--- src/rtl/cc_blend_pkg.sv ---
// Constants for the colour-calculator blend stage: state word layout,
// encodings and fixed-point formats. No surrounding assumptions.
package cc_blend_pkg;
  // Avalon word offsets (byte addresses) of the state words
  localparam logic [5:0] OFS_WORD3  = 6'h0C;
  localparam logic [5:0] OFS_WORD4  = 6'h10;
  localparam logic [5:0] OFS_WORD5  = 6'h14;
  localparam logic [5:0] OFS_WORD6  = 6'h18;
  localparam logic [5:0] OFS_WORD7  = 6'h1C;
  localparam logic [5:0] OFS_STATUS = 6'h20;
  localparam logic [5:0] OFS_GSBASE = 6'h24;
  localparam logic [5:0] OFS_VPADDR = 6'h28;
  localparam logic [5:0] OFS_PCOUNT = 6'h2C;
  // Word 2 field
  localparam int LOGIC_EN_BIT     = 0;
  // Word 3 fields
  localparam int ATEST_FMT_BIT    = 15;
  localparam int SEP_ALPHA_BIT    = 13;
  localparam int BLEND_EN_BIT     = 12;
  localparam int ATEST_EN_BIT     = 11;
  localparam int ATEST_FN_LSB     = 8;
  // Word 4 field
  localparam int VP_PTR_LSB       = 5;
  // Word 5 fields
  localparam int DITHER_EN_BIT    = 31;
  localparam int ROUND_DIS_BIT    = 30;
  localparam int LOGIC_FN_LSB     = 16;
  localparam int STATS_EN_BIT     = 15;
  localparam int A_FN_LSB         = 12;
  localparam int A_SRC_LSB        = 7;
  localparam int A_DST_LSB        = 2;
  // Word 6 fields
  localparam int C_FN_LSB         = 29;
  localparam int C_SRC_LSB        = 24;
  localparam int C_DST_LSB        = 19;
  localparam int XDITH_LSB        = 17;
  localparam int YDITH_LSB        = 15;
  localparam int CLAMP_RNG_LSB    = 2;
  localparam int PRE_CLAMP_BIT    = 1;
  localparam int POST_CLAMP_BIT   = 0;
  // Reset values of state words
  localparam logic [31:0] WORD_RST = 32'h0000_0000;
  // Channel format: signed 1.8 fixed point, 10 bits, one = 0x100
  localparam int CW = 10;
  localparam logic signed [9:0] FX_ONE  = 10'sh100;
  localparam logic signed [9:0] FX_MONE = -10'sh100;
  localparam logic signed [9:0] FX_ZERO = 10'sh000;
  localparam logic [7:0] DITHER_NEUTRAL = 8'h00;

  typedef enum logic [2:0] {
    compare_always_pass, cmp_never, cmp_less, cmp_equal,
    cmp_lequal, cmp_greater, cmp_notequal, cmp_gequal
  } cmp_fn_t;
  typedef enum logic [2:0] {
    blend_op_add, blend_op_sub, blend_op_rsub, blend_op_min, blend_op_max
  } blend_op_t;
  typedef enum logic [4:0] {
    blend_factor_unity          = 5'h01,
    bf_src_color                = 5'h02,
    bf_src_alpha                = 5'h03,
    bf_dst_alpha                = 5'h04,
    bf_dst_color                = 5'h05,
    blend_factor_src_alpha_sat  = 5'h06,
    bf_const_color              = 5'h07,
    bf_const_alpha              = 5'h08,
    bf_zero                     = 5'h11,
    bf_inv_src_color            = 5'h12,
    bf_inv_src_alpha            = 5'h13,
    bf_inv_dst_alpha            = 5'h14,
    bf_inv_dst_color            = 5'h15,
    bf_inv_const_color          = 5'h17,
    bf_inv_const_alpha          = 5'h18
  } blend_factor_t;
  typedef enum logic [1:0] {
    clamp_zero_to_one, clamp_minus_one_to_one, clamp_to_target_format, clamp_rsvd
  } clamp_rng_t;
  localparam logic [3:0] logic_all_zeros = 4'h0;
  localparam logic [3:0] logic_all_ones  = 4'hF;
  localparam logic [3:0] LOGIC_AND       = 4'h8;
  localparam logic [3:0] LOGIC_COPY      = 4'hC;
  localparam logic alpha_ref_normalized_byte = 1'b0;
  localparam logic alpha_ref_float           = 1'b1;
endpackage : cc_blend_pkg

--- src/rtl/cc_blend_stage.sv ---
// Colour-calculator blend stage: alpha test, blend, logic op, dither,
// clamping and pixel-count gating over four render targets.
// Assumes one clock, synchronous inputs, Avalon-MM master on the state port.
//
// The Avalon-MM register port and the register addresses were chosen for this implementation.
`timescale 1ns/10ps

module cc_blend_stage
  import cc_blend_pkg::*;
(
  // Clock, reset, enable
  input  wire logic        clk,
  input  wire logic        srst,
  input  wire logic        ce,
  // Avalon-MM state port
  input  wire logic [5:0]  avs_address,
  input  wire logic        avs_read,
  input  wire logic        avs_write,
  input  wire logic [31:0] avs_writedata,
  input  wire logic [3:0]  avs_byteenable,
  output logic [31:0]      avs_readdata,
  output logic             avs_waitrequest,
  // Pixel input, channels are signed 1.8 fixed point, index 0 is alpha
  input  wire logic        pix_valid,
  input  wire logic [3:0]  pix_rt_valid,
  input  wire logic [39:0] pix_src,
  input  wire logic [39:0] pix_dst,
  input  wire logic [39:0] pix_const,
  input  wire logic [31:0] pix_src_alpha_f,
  input  wire logic [3:0]  pix_rt_alpha_u8,
  input  wire logic [1:0]  pix_x,
  input  wire logic [1:0]  pix_y,
  input  wire logic        rt_is_int,
  input  wire logic        rt_is_signed,
  input  wire logic        depth_pass,
  input  wire logic        logic_en_in,
  // Output write path
  output logic             out_valid,
  output logic [3:0]       out_rt_write,
  output logic [39:0]      out_color,
  output logic             out_ds_write,
  output logic             dst_read_needed,
  output logic [31:0]      vp_addr
);

  logic [31:0] word3_r, word4_r, word5_r, word6_r, word7_r, gsbase_r;
  logic [31:0] pcount_r;
  logic        rd_pend_r;

  function automatic logic signed [9:0] clamp_ch(input logic signed [9:0] v,
                                                 input logic signed [9:0] lo);
    if (v > FX_ONE) clamp_ch = FX_ONE;
    else if (v < lo) clamp_ch = lo;
    else clamp_ch = v;
  endfunction : clamp_ch

  function automatic logic signed [9:0] range_lo(input logic [1:0] rng,
                                                 input logic sgn);
    case (rng)
      clamp_minus_one_to_one: range_lo = FX_MONE;
      clamp_to_target_format: range_lo = sgn ? FX_MONE : FX_ZERO;
      default:                range_lo = FX_ZERO;
    endcase
  endfunction : range_lo

  function automatic logic signed [9:0] factor(input logic [4:0] f,
      input logic signed [9:0] s, input logic signed [9:0] sa,
      input logic signed [9:0] d, input logic signed [9:0] da,
      input logic signed [9:0] c, input logic signed [9:0] ca);
    logic signed [9:0] sat;
    sat = (sa < FX_ONE - da) ? sa : 10'(FX_ONE - da);
    case (f)
      blend_factor_unity:         factor = FX_ONE;
      bf_src_color:               factor = s;
      bf_src_alpha:               factor = sa;
      bf_dst_alpha:               factor = da;
      bf_dst_color:               factor = d;
      blend_factor_src_alpha_sat: factor = sat;
      bf_const_color:             factor = c;
      bf_const_alpha:             factor = ca;
      bf_inv_src_color:           factor = 10'(FX_ONE - s);
      bf_inv_src_alpha:           factor = 10'(FX_ONE - sa);
      bf_inv_dst_alpha:           factor = 10'(FX_ONE - da);
      bf_inv_dst_color:           factor = 10'(FX_ONE - d);
      bf_inv_const_color:         factor = 10'(FX_ONE - c);
      bf_inv_const_alpha:         factor = 10'(FX_ONE - ca);
      default:                    factor = FX_ZERO;
    endcase
  endfunction : factor

  function automatic logic signed [9:0] blend(input logic [2:0] op,
      input logic signed [9:0] s, input logic signed [9:0] fs,
      input logic signed [9:0] d, input logic signed [9:0] fd);
    logic signed [19:0] ps, pd;
    logic signed [11:0] a, b;
    ps = s * fs;
    pd = d * fd;
    a = 12'(ps >>> 8);
    b = 12'(pd >>> 8);
    case (op)
      blend_op_add:  blend = 10'(a + b);
      blend_op_sub:  blend = 10'(a - b);
      blend_op_rsub: blend = 10'(b - a);
      blend_op_min:  blend = (s < d) ? s : d;
      blend_op_max:  blend = (s > d) ? s : d;
      default:       blend = s;
    endcase
  endfunction : blend

  function automatic logic cmp(input logic [2:0] fn, input logic gt,
                               input logic eq);
    case (fn)
      compare_always_pass: cmp = 1'b1;
      cmp_never:           cmp = 1'b0;
      cmp_less:            cmp = !gt && !eq;
      cmp_equal:           cmp = eq;
      cmp_lequal:          cmp = !gt;
      cmp_greater:         cmp = gt;
      cmp_notequal:        cmp = !eq;
      cmp_gequal:          cmp = gt || eq;
      default:             cmp = 1'b1;
    endcase
  endfunction : cmp

  // Avalon slave: writes in one cycle, reads take one wait state
  logic wr_hit;
  assign wr_hit = ce && avs_write;
  assign avs_waitrequest = avs_read && !rd_pend_r;

  function automatic logic [31:0] merge(input logic [31:0] o, input logic [31:0] n,
                                        input logic [3:0] be);
    for (int i = 0; i < 4; i++)
      merge[i*8 +: 8] = be[i] ? n[i*8 +: 8] : o[i*8 +: 8];
  endfunction : merge

  always_ff @(posedge clk) begin
    if (srst) begin
      word3_r  <= WORD_RST;
      word4_r  <= WORD_RST;
      word5_r  <= WORD_RST;
      word6_r  <= WORD_RST;
      word7_r  <= WORD_RST;
      gsbase_r <= WORD_RST;
    end else if (wr_hit) begin
      case (avs_address)
        OFS_WORD3:  word3_r  <= merge(word3_r, avs_writedata, avs_byteenable);
        OFS_WORD4:  word4_r  <= merge(word4_r, avs_writedata, avs_byteenable);
        OFS_WORD5:  word5_r  <= merge(word5_r, avs_writedata, avs_byteenable);
        OFS_WORD6:  word6_r  <= merge(word6_r, avs_writedata, avs_byteenable);
        OFS_WORD7:  word7_r  <= merge(word7_r, avs_writedata, avs_byteenable);
        OFS_GSBASE: gsbase_r <= merge(gsbase_r, avs_writedata, avs_byteenable);
        default: ;
      endcase
    end
  end

  always_ff @(posedge clk) begin
    if (srst) begin
      rd_pend_r    <= 1'b0;
      avs_readdata <= 32'h0000_0000;
    end else if (ce) begin
      rd_pend_r <= avs_read && !rd_pend_r;
      if (avs_read && !rd_pend_r) begin
        case (avs_address)
          OFS_WORD3:  avs_readdata <= word3_r;
          OFS_WORD4:  avs_readdata <= word4_r;
          OFS_WORD5:  avs_readdata <= word5_r;
          OFS_WORD6:  avs_readdata <= word6_r;
          OFS_WORD7:  avs_readdata <= word7_r;
          OFS_GSBASE: avs_readdata <= gsbase_r;
          OFS_VPADDR: avs_readdata <= vp_addr;
          OFS_PCOUNT: avs_readdata <= pcount_r;
          OFS_STATUS: avs_readdata <= {30'h0, out_ds_write, dst_read_needed};
          default:    avs_readdata <= 32'h0000_0000;
        endcase
      end
    end
  end

  // Field decode
  logic       blend_on, sep_a, atest_on, pre_cl, post_cl, dith_on, round_dis;
  logic [1:0] clrng;
  logic [3:0] lop;
  assign blend_on  = word3_r[BLEND_EN_BIT] && !rt_is_int;
  assign sep_a     = word3_r[SEP_ALPHA_BIT];
  assign atest_on  = word3_r[ATEST_EN_BIT];
  assign pre_cl    = word6_r[PRE_CLAMP_BIT] && !rt_is_int;
  assign post_cl   = word6_r[POST_CLAMP_BIT] && !rt_is_int;
  assign clrng     = word6_r[CLAMP_RNG_LSB +: 2];
  assign dith_on   = word5_r[DITHER_EN_BIT];
  assign round_dis = word5_r[ROUND_DIS_BIT];
  assign lop       = word5_r[LOGIC_FN_LSB +: 4];
  assign vp_addr   = gsbase_r + {word4_r[31:VP_PTR_LSB], 5'h00};
  // Op depends on D iff its truth table differs between D=0 and D=1
  assign dst_read_needed = (logic_en_in && (lop[3] != lop[2] || lop[1] != lop[0]))
                           || blend_on;

  // Alpha test: byte compare or float compare against reference
  logic [3:0] rt_pass;
  logic       f_gt, f_eq;
  logic [31:0] fr;
  assign fr = word7_r;
  always_comb begin
    f_eq = (pix_src_alpha_f == fr);
    if (pix_src_alpha_f[31] != fr[31]) f_gt = !pix_src_alpha_f[31];
    else if (pix_src_alpha_f[31]) f_gt = pix_src_alpha_f[30:0] < fr[30:0];
    else f_gt = pix_src_alpha_f[30:0] > fr[30:0];
  end
  for (genvar t = 0; t < 4; t++) begin : g_rt
    logic [7:0] a8;
    assign a8 = pix_rt_alpha_u8[t] ? 8'hFF : pix_src[7:0];
    always_comb begin
      if (!atest_on) rt_pass[t] = 1'b1;
      else if (word3_r[ATEST_FMT_BIT] == alpha_ref_float)
        rt_pass[t] = cmp(word3_r[ATEST_FN_LSB +: 3], f_gt, f_eq);
      else
        rt_pass[t] = cmp(word3_r[ATEST_FN_LSB +: 3], a8 > word7_r[7:0],
                         a8 == word7_r[7:0]);
    end
  end

  // Colour path per channel
  logic [39:0] col;
  logic [7:0]  dith_val;
  logic [3:0]  dith_idx;
  assign dith_idx = {2'(pix_y + word6_r[YDITH_LSB +: 2]),
                     2'(pix_x + word6_r[XDITH_LSB +: 2])};
  assign dith_val = {4'h0, dith_idx ^ 4'h5};
  always_comb begin
    logic signed [9:0] s, d, c, sa, da, ca, fs, fd, b, lo, tl;
    logic [4:0] fsrc, fdst;
    logic [2:0] op;
    s = '0; d = '0; c = '0; fs = '0; fd = '0; b = '0;
    fsrc = '0; fdst = '0; op = '0;
    lo = range_lo(clrng, rt_is_signed);
    tl = range_lo(clamp_to_target_format, rt_is_signed);
    sa = pre_cl ? clamp_ch(pix_src[9:0], lo) : pix_src[9:0];
    da = pre_cl ? clamp_ch(pix_dst[9:0], lo) : pix_dst[9:0];
    ca = pre_cl ? clamp_ch(pix_const[9:0], lo) : pix_const[9:0];
    col = '0;
    for (int i = 0; i < 4; i++) begin
      s = pix_src[i*CW +: CW];
      d = pix_dst[i*CW +: CW];
      c = pix_const[i*CW +: CW];
      if (pre_cl) begin
        s = clamp_ch(s, lo);
        d = clamp_ch(d, lo);
        c = clamp_ch(c, lo);
      end
      if (i == 0 && sep_a) begin
        op = word5_r[A_FN_LSB +: 3];
        fsrc = word5_r[A_SRC_LSB +: 5];
        fdst = word5_r[A_DST_LSB +: 5];
      end else begin
        op = word6_r[C_FN_LSB +: 3];
        fsrc = word6_r[C_SRC_LSB +: 5];
        fdst = word6_r[C_DST_LSB +: 5];
      end
      // Alpha channel factors pick the alpha component
      fs = factor(fsrc, (i == 0) ? sa : s, sa, (i == 0) ? da : d, da,
                  (i == 0) ? ca : c, ca);
      fd = factor(fdst, (i == 0) ? sa : s, sa, (i == 0) ? da : d, da,
                  (i == 0) ? ca : c, ca);
      b = blend_on ? blend(op, s, fs, d, fd) : s;
      if (blend_on && post_cl) b = clamp_ch(b, lo);
      if (logic_en_in && !blend_on) begin
        for (int k = 0; k < CW; k++)
          b[k] = lop[{s[k], d[k]}];
      end
      // Dither skipped while blending, unless rounding disabled
      if (dith_on && (round_dis || !blend_on))
        b = 10'(b + $signed({2'b00, dith_val}) - 10'sh008);
      col[i*CW +: CW] = clamp_ch(b, tl);
    end
  end

  always_ff @(posedge clk) begin
    if (srst) begin
      out_valid    <= 1'b0;
      out_rt_write <= 4'h0;
      out_color    <= '0;
      out_ds_write <= 1'b0;
    end else if (ce) begin
      out_valid    <= pix_valid;
      out_rt_write <= pix_valid ? (pix_rt_valid & rt_pass) : 4'h0;
      out_color    <= col;
      out_ds_write <= pix_valid && |(pix_rt_valid & rt_pass);
    end
  end

  always_ff @(posedge clk) begin
    if (srst) pcount_r <= 32'h0000_0000;
    else if (ce && pix_valid && word5_r[STATS_EN_BIT] && depth_pass
             && |(pix_rt_valid & rt_pass))
      pcount_r <= pcount_r + 32'h0000_0001;
  end

  count_gate_a: assert property (@(posedge clk) disable iff (srst)
    ce && !word5_r[STATS_EN_BIT] |=> $stable(pcount_r))
    else $error("pixel counter moved while statistics disabled");
  rt_drop_a: assert property (@(posedge clk) disable iff (srst)
    ce && pix_valid && atest_on && word3_r[ATEST_FN_LSB +: 3] == cmp_never
    |=> out_rt_write == 4'h0 && !out_ds_write)
    else $error("never-pass alpha test still wrote");
  ds_any_a: assert property (@(posedge clk) disable iff (srst)
    ce |=> out_ds_write == (out_valid && |out_rt_write))
    else $error("depth write disagrees with target passes");
  vp_form_a: assert property (@(posedge clk) disable iff (srst)
    vp_addr[4:0] == gsbase_r[4:0])
    else $error("viewport address lost alignment");
  dst_skip_a: assert property (@(posedge clk) disable iff (srst)
    !blend_on && logic_en_in && (lop == LOGIC_COPY || lop == logic_all_ones)
    |-> !dst_read_needed)
    else $error("destination read for source-only op");
  alpha_always_a: assert property (@(posedge clk) disable iff (srst)
    ce && pix_valid && (!atest_on || word3_r[ATEST_FN_LSB +: 3] == compare_always_pass)
    |=> out_rt_write == $past(pix_rt_valid))
    else $error("always-pass alpha test dropped a write");
  int_noblend_a: assert property (@(posedge clk) disable iff (srst)
    rt_is_int |-> !blend_on && !pre_cl && !post_cl)
    else $error("integer target blended or clamped by enables");
  wait_one_a: assert property (@(posedge clk) disable iff (srst)
    ce && avs_read && avs_waitrequest |=> !avs_waitrequest)
    else $error("read wait state exceeded one cycle");

  // Output path checks: equal channels stay equal, in-range sources pass through, writes need a pixel and a present target, alpha stays in range
  sep_share_a: assert property (@(posedge clk) disable iff (srst)
    ce && pix_valid && blend_on && !sep_a && !logic_en_in && pix_src[9:0] == pix_src[19:10]
    && pix_dst[9:0] == pix_dst[19:10] && pix_const[9:0] == pix_const[19:10]
    |=> out_color[9:0] == out_color[19:10])
    else $error("alpha blended unlike colour without separate alpha");
  dith_alpha_a: assert property (@(posedge clk) disable iff (srst)
    ce && pix_valid && dith_on && !blend_on && !logic_en_in && !pre_cl
    && pix_src[9:0] == pix_src[19:10] |=> out_color[9:0] == out_color[19:10])
    else $error("dither treated alpha unlike colour");
  int_pass_a: assert property (@(posedge clk) disable iff (srst)
    ce && pix_valid && rt_is_int && rt_is_signed && !logic_en_in && !dith_on
    && $signed(pix_src[9:0]) <= FX_ONE && $signed(pix_src[9:0]) >= FX_MONE
    |=> out_color[9:0] == $past(pix_src[9:0]))
    else $error("integer target source altered within range");
  blend_off_a: assert property (@(posedge clk) disable iff (srst)
    ce && pix_valid && !word3_r[BLEND_EN_BIT] && !logic_en_in && !dith_on && !pre_cl
    && rt_is_signed && $signed(pix_src[9:0]) <= FX_ONE && $signed(pix_src[9:0]) >= FX_MONE
    |=> out_color[9:0] == $past(pix_src[9:0]))
    else $error("source changed with blending disabled");
  idle_quiet_a: assert property (@(posedge clk) disable iff (srst)
    ce && !pix_valid |=> out_rt_write == 4'h0 && !out_ds_write)
    else $error("target write without a pixel");
  rt_subset_a: assert property (@(posedge clk) disable iff (srst)
    ce |=> (out_rt_write & ~$past(pix_rt_valid)) == 4'h0)
    else $error("write to an absent render target");
  out_range_a: assert property (@(posedge clk) disable iff (srst)
    $signed(out_color[9:0]) <= FX_ONE && $signed(out_color[9:0]) >= FX_MONE)
    else $error("alpha output beyond target range");
endmodule : cc_blend_stage

--- config.mk ---
export PLATFORM = sky130hd
export DESIGN_NAME = cc_blend_stage
export DESIGN_NICKNAME = d
export VERILOG_FILES = /design/src/rtl/cc_blend_pkg.sv /design/src/rtl/cc_blend_stage.sv
export SDC_FILE = /design/constraint.sdc
export NUM_CORES = 2
export LEC_CHECK = 0
export BUFFER_PORTS_ARGS = -buffer_cell sky130_fd_sc_hd__buf_2
export CORE_MARGIN = 3
export CORE_UTILIZATION = 35
export DETAILED_ROUTE_END_ITERATION = 10
export SYNTH_ARGS = -nofsm -noshare
export SYNTH_HDL_FRONTEND = slang
export SYNTH_SLANG_ARGS = --single-unit
export TNS_END_PERCENT = 100
--- constraint.sdc ---
create_clock -name clk -period 23.2 [get_ports clk]
set_clock_uncertainty 0.15 [all_clocks]
set_input_delay 1.16 -clock clk [delete_from_list [all_inputs] [get_ports clk]]
set_output_delay 1.16 -clock clk [all_outputs]
set_load 0.05 [all_outputs]
==> impl_metrics.ini <==
[synthesis]
seq_area_frac_synth_pct = 9.668
yosysWarningCount = 0
netlist.area_leader.share_pct = 21.73
synth_common_cells = nand2_1 (1068), inv_1 (1001), nor2_1 (732)
ys_async_sr_fraction_pct = 0
avgSynthCellArea_sq_um = 7.860
synth_edf_count = 0
yosys.cell_count.top_type = nand2_1
synthFlopType = dfxtp_1
synth_area_leaders = fa_1 (22%), ha_1 (12%), dfxtp_1 (9.7%)
synthCells = 7982
syn-cell-area_sq_um = 62740
synth_seq_cells = 303
synth.distinct_cells = 123
synth_area_leader_cell = fa_1
postSynthNetCount = 9491

[sta]
maxSlewViolCount = 0
setup_viol = 0
period_minus_slack_ps = 20970
setup_slack_ps = 2226
layout_worst_path_cycle_share_pct = 90.41
rsz0062_at_grt = false
worst_pin_slew_ps = 1481
setup-tns-final_ps = 0
slew_headroom_pct = 0.2301
max_freq_mhz = 47.68
hold_viol = 0

[die]
start_util_pct = 35.43
io_pins = 328
die_area_sq_um = 184400
core_area_sq_um = 177100
die_x_microns = 429.4
rows = 154
die_h_microns = 429.4

[drt]
vias = 62670
initialDrtViolationCount = 6788
wl_per_cell_microns = 27.49
first_pass_iters = 7
drc = 0
wirelength_microns = 289900
viasPerCell = 5.942
ant_nets = 0

[setup_path]
crit_arrival_ps = 21320
max_stage_delay_ps = 1040
cp.required_ps = 23550
crit_buf_inv = 12
path_delay_family = compound AO/OA/AOI/OAI gates
critPathCaptureType = register
path_class = in -> reg
path_max_fanout = 30
critPathSlowestCell = o21ai_0
start_kind = primary input

[power_and_ir_drop]
power_leakage_nw = 31.00
finalPower_mw = 1.585
vdd_ir_drop_max_mv = 0.05581
power_density_nw_per_um2 = 23.20

[status]
outcome = complete, but fails checks
violations = max-capacitance violations

[grt]
grt_use_total_pct = 30.31
grt_pass1_vias = 61230
grt.overflow.total = 0
antenna_found_initial = 46
grt_max_degree = 108
grt_pass1_wl_microns = 419300

[finish]
fillers = 18290
final_nets = 9666
area_growth_pct = 8.934
drive_gt1_share_pct = 9.522

[clock_tree]
cts_hold_buf = 0
htreeDepth = 1
cts_inserted_buffers = 31
clk_latency_ps = 620
cts_tree = built
clk_path_buf_depth = 3
path_clk_slew_ps = 70
ctsResizeCount = 0
root_buffer = clkbuf_16
cts.sinks = 303
post_cts_buffers = 0

[flow_run]
drv_cap = 1

[placement]
finalWeightedCongestion = 1.045
dp_hpwl_microns = 232800
place_ws_ps = 2286
numPortBuffers = 327

[min_path]
hp-class = reg -> reg
==> routing by layer <==
layer  wire, microns  part of all wire (%)  global-route usage (%)
met1          114100                    39                   38.50
met2          129600                    45                   48.32
met3           26140                   9.0                   5.313
met4           20020                   6.9                   17.63
met5              27                0.0093                       0
==> cells by family (layout without fill, tap and decap cells) <==
kind of cell	count (synthesis)	after routing	synth area share [%]
buffers and inverters	1391	1590	8.471
multiplexers	164	164	3.217
adder cells (fa/ha/maj)	1298	1298	34.01
flip-flops	303	303	9.668
other	0	26	0
XOR/XNOR	404	404	6.033
AO/OA/AOI/OAI	1715	1715	18.65
AND/OR/NAND/NOR	2707	2707	19.94
==> area by class of cell <==
class	count	area, sq um	share of cell area [%]
Antenna cell	26	65.06	0.09519
Timing Repair Buffer	487	2846	4.165
Sequential cell	303	6071	8.882
Inverter	1046	3926	5.745
Clock inverter	15	170.2	0.2490
Clock buffer	42	877.1	1.283
Tap cell	2340	2928	4.284
Multi-Input combinational cell	6288	51460	75.30
==> sequential cells by signal, indices dropped and copies added (netlist names) <==
register,cells
avs_readdata,32
fr,32
gsbase_r,32
out_color,40
out_ds_write,1
out_rt_write,4
out_valid,1
pcount_r,32
rd_pend_r,1
word3_r,32
word4_r,32
word5_r,32
word6_r,32
==> through the flow <==
stage | cells | utilization, % | instance area, sq um | hold slack (ps)
final | 10550 | 38.60 | 68350 | 306.0
after global routing | 10540 | 38.58 | 68320 | 325.6
after CTS | 10520 | 38.56 | 68280 | 305.0
after detailed placement | 10460 | 37.97 | 67230 | 295.6
after global placement | 10460 | 37.97 | 67230 | 290.9
after floorplan | 7982 | - | 62740 | 285.7
==> final timing paths <==
path	cells after the start	slack, ps	endpoint	startpoint
setup / recovery	75	2230	out_color[32]	rt_is_signed
hold reg to reg	2	310	word6_r[5]	word6_r[5]
hold / removal	2	310	word6_r[5]	word6_r[5]
setup reg to reg	79	2490	out_color[32]	word6_r[2]
==> placed cells by master, fill, tap and decap left out, drive strengths merged, types with 60 or more instances in the layout <==
master / n
nand4: 64
and2: 130
nand2: 1072
a21o: 126
xnor2: 275
xor2: 115
nand2b: 100
nor2: 735
dfxtp: 303
a22oi: 99
nor3: 89
nor2b: 86
a31oi: 66
ha: 612
mux2i: 124
buf: 486
fa: 681
nand3: 114
o21ai: 319
inv: 1022
o22ai: 70
o21a: 60
a21oi: 435
or2: 62
==> where the power goes <==
group / total, mW / switching, mW / internal (mW) / leakage (nW)
logic: 0.523 / 0.356 / 0.167 / 28.0
clock network: 0.531 / 0.240 / 0.291 / 0.518
registers: 0.531 / 0.00660 / 0.524 / 2.45
total: 1.59 / 0.603 / 0.982 / 31.0
==> worst reg2reg max path: cells and delay by family (launching register included) <==
kind	cells	cell delay, ps
flops	1	350
compound gates	30	7090
xor+xnor	3	1230
simple gates	18	4000
fa+ha+maj	15	5640
buf+inv	13	2170
Power figures use the tool's default switching activity.
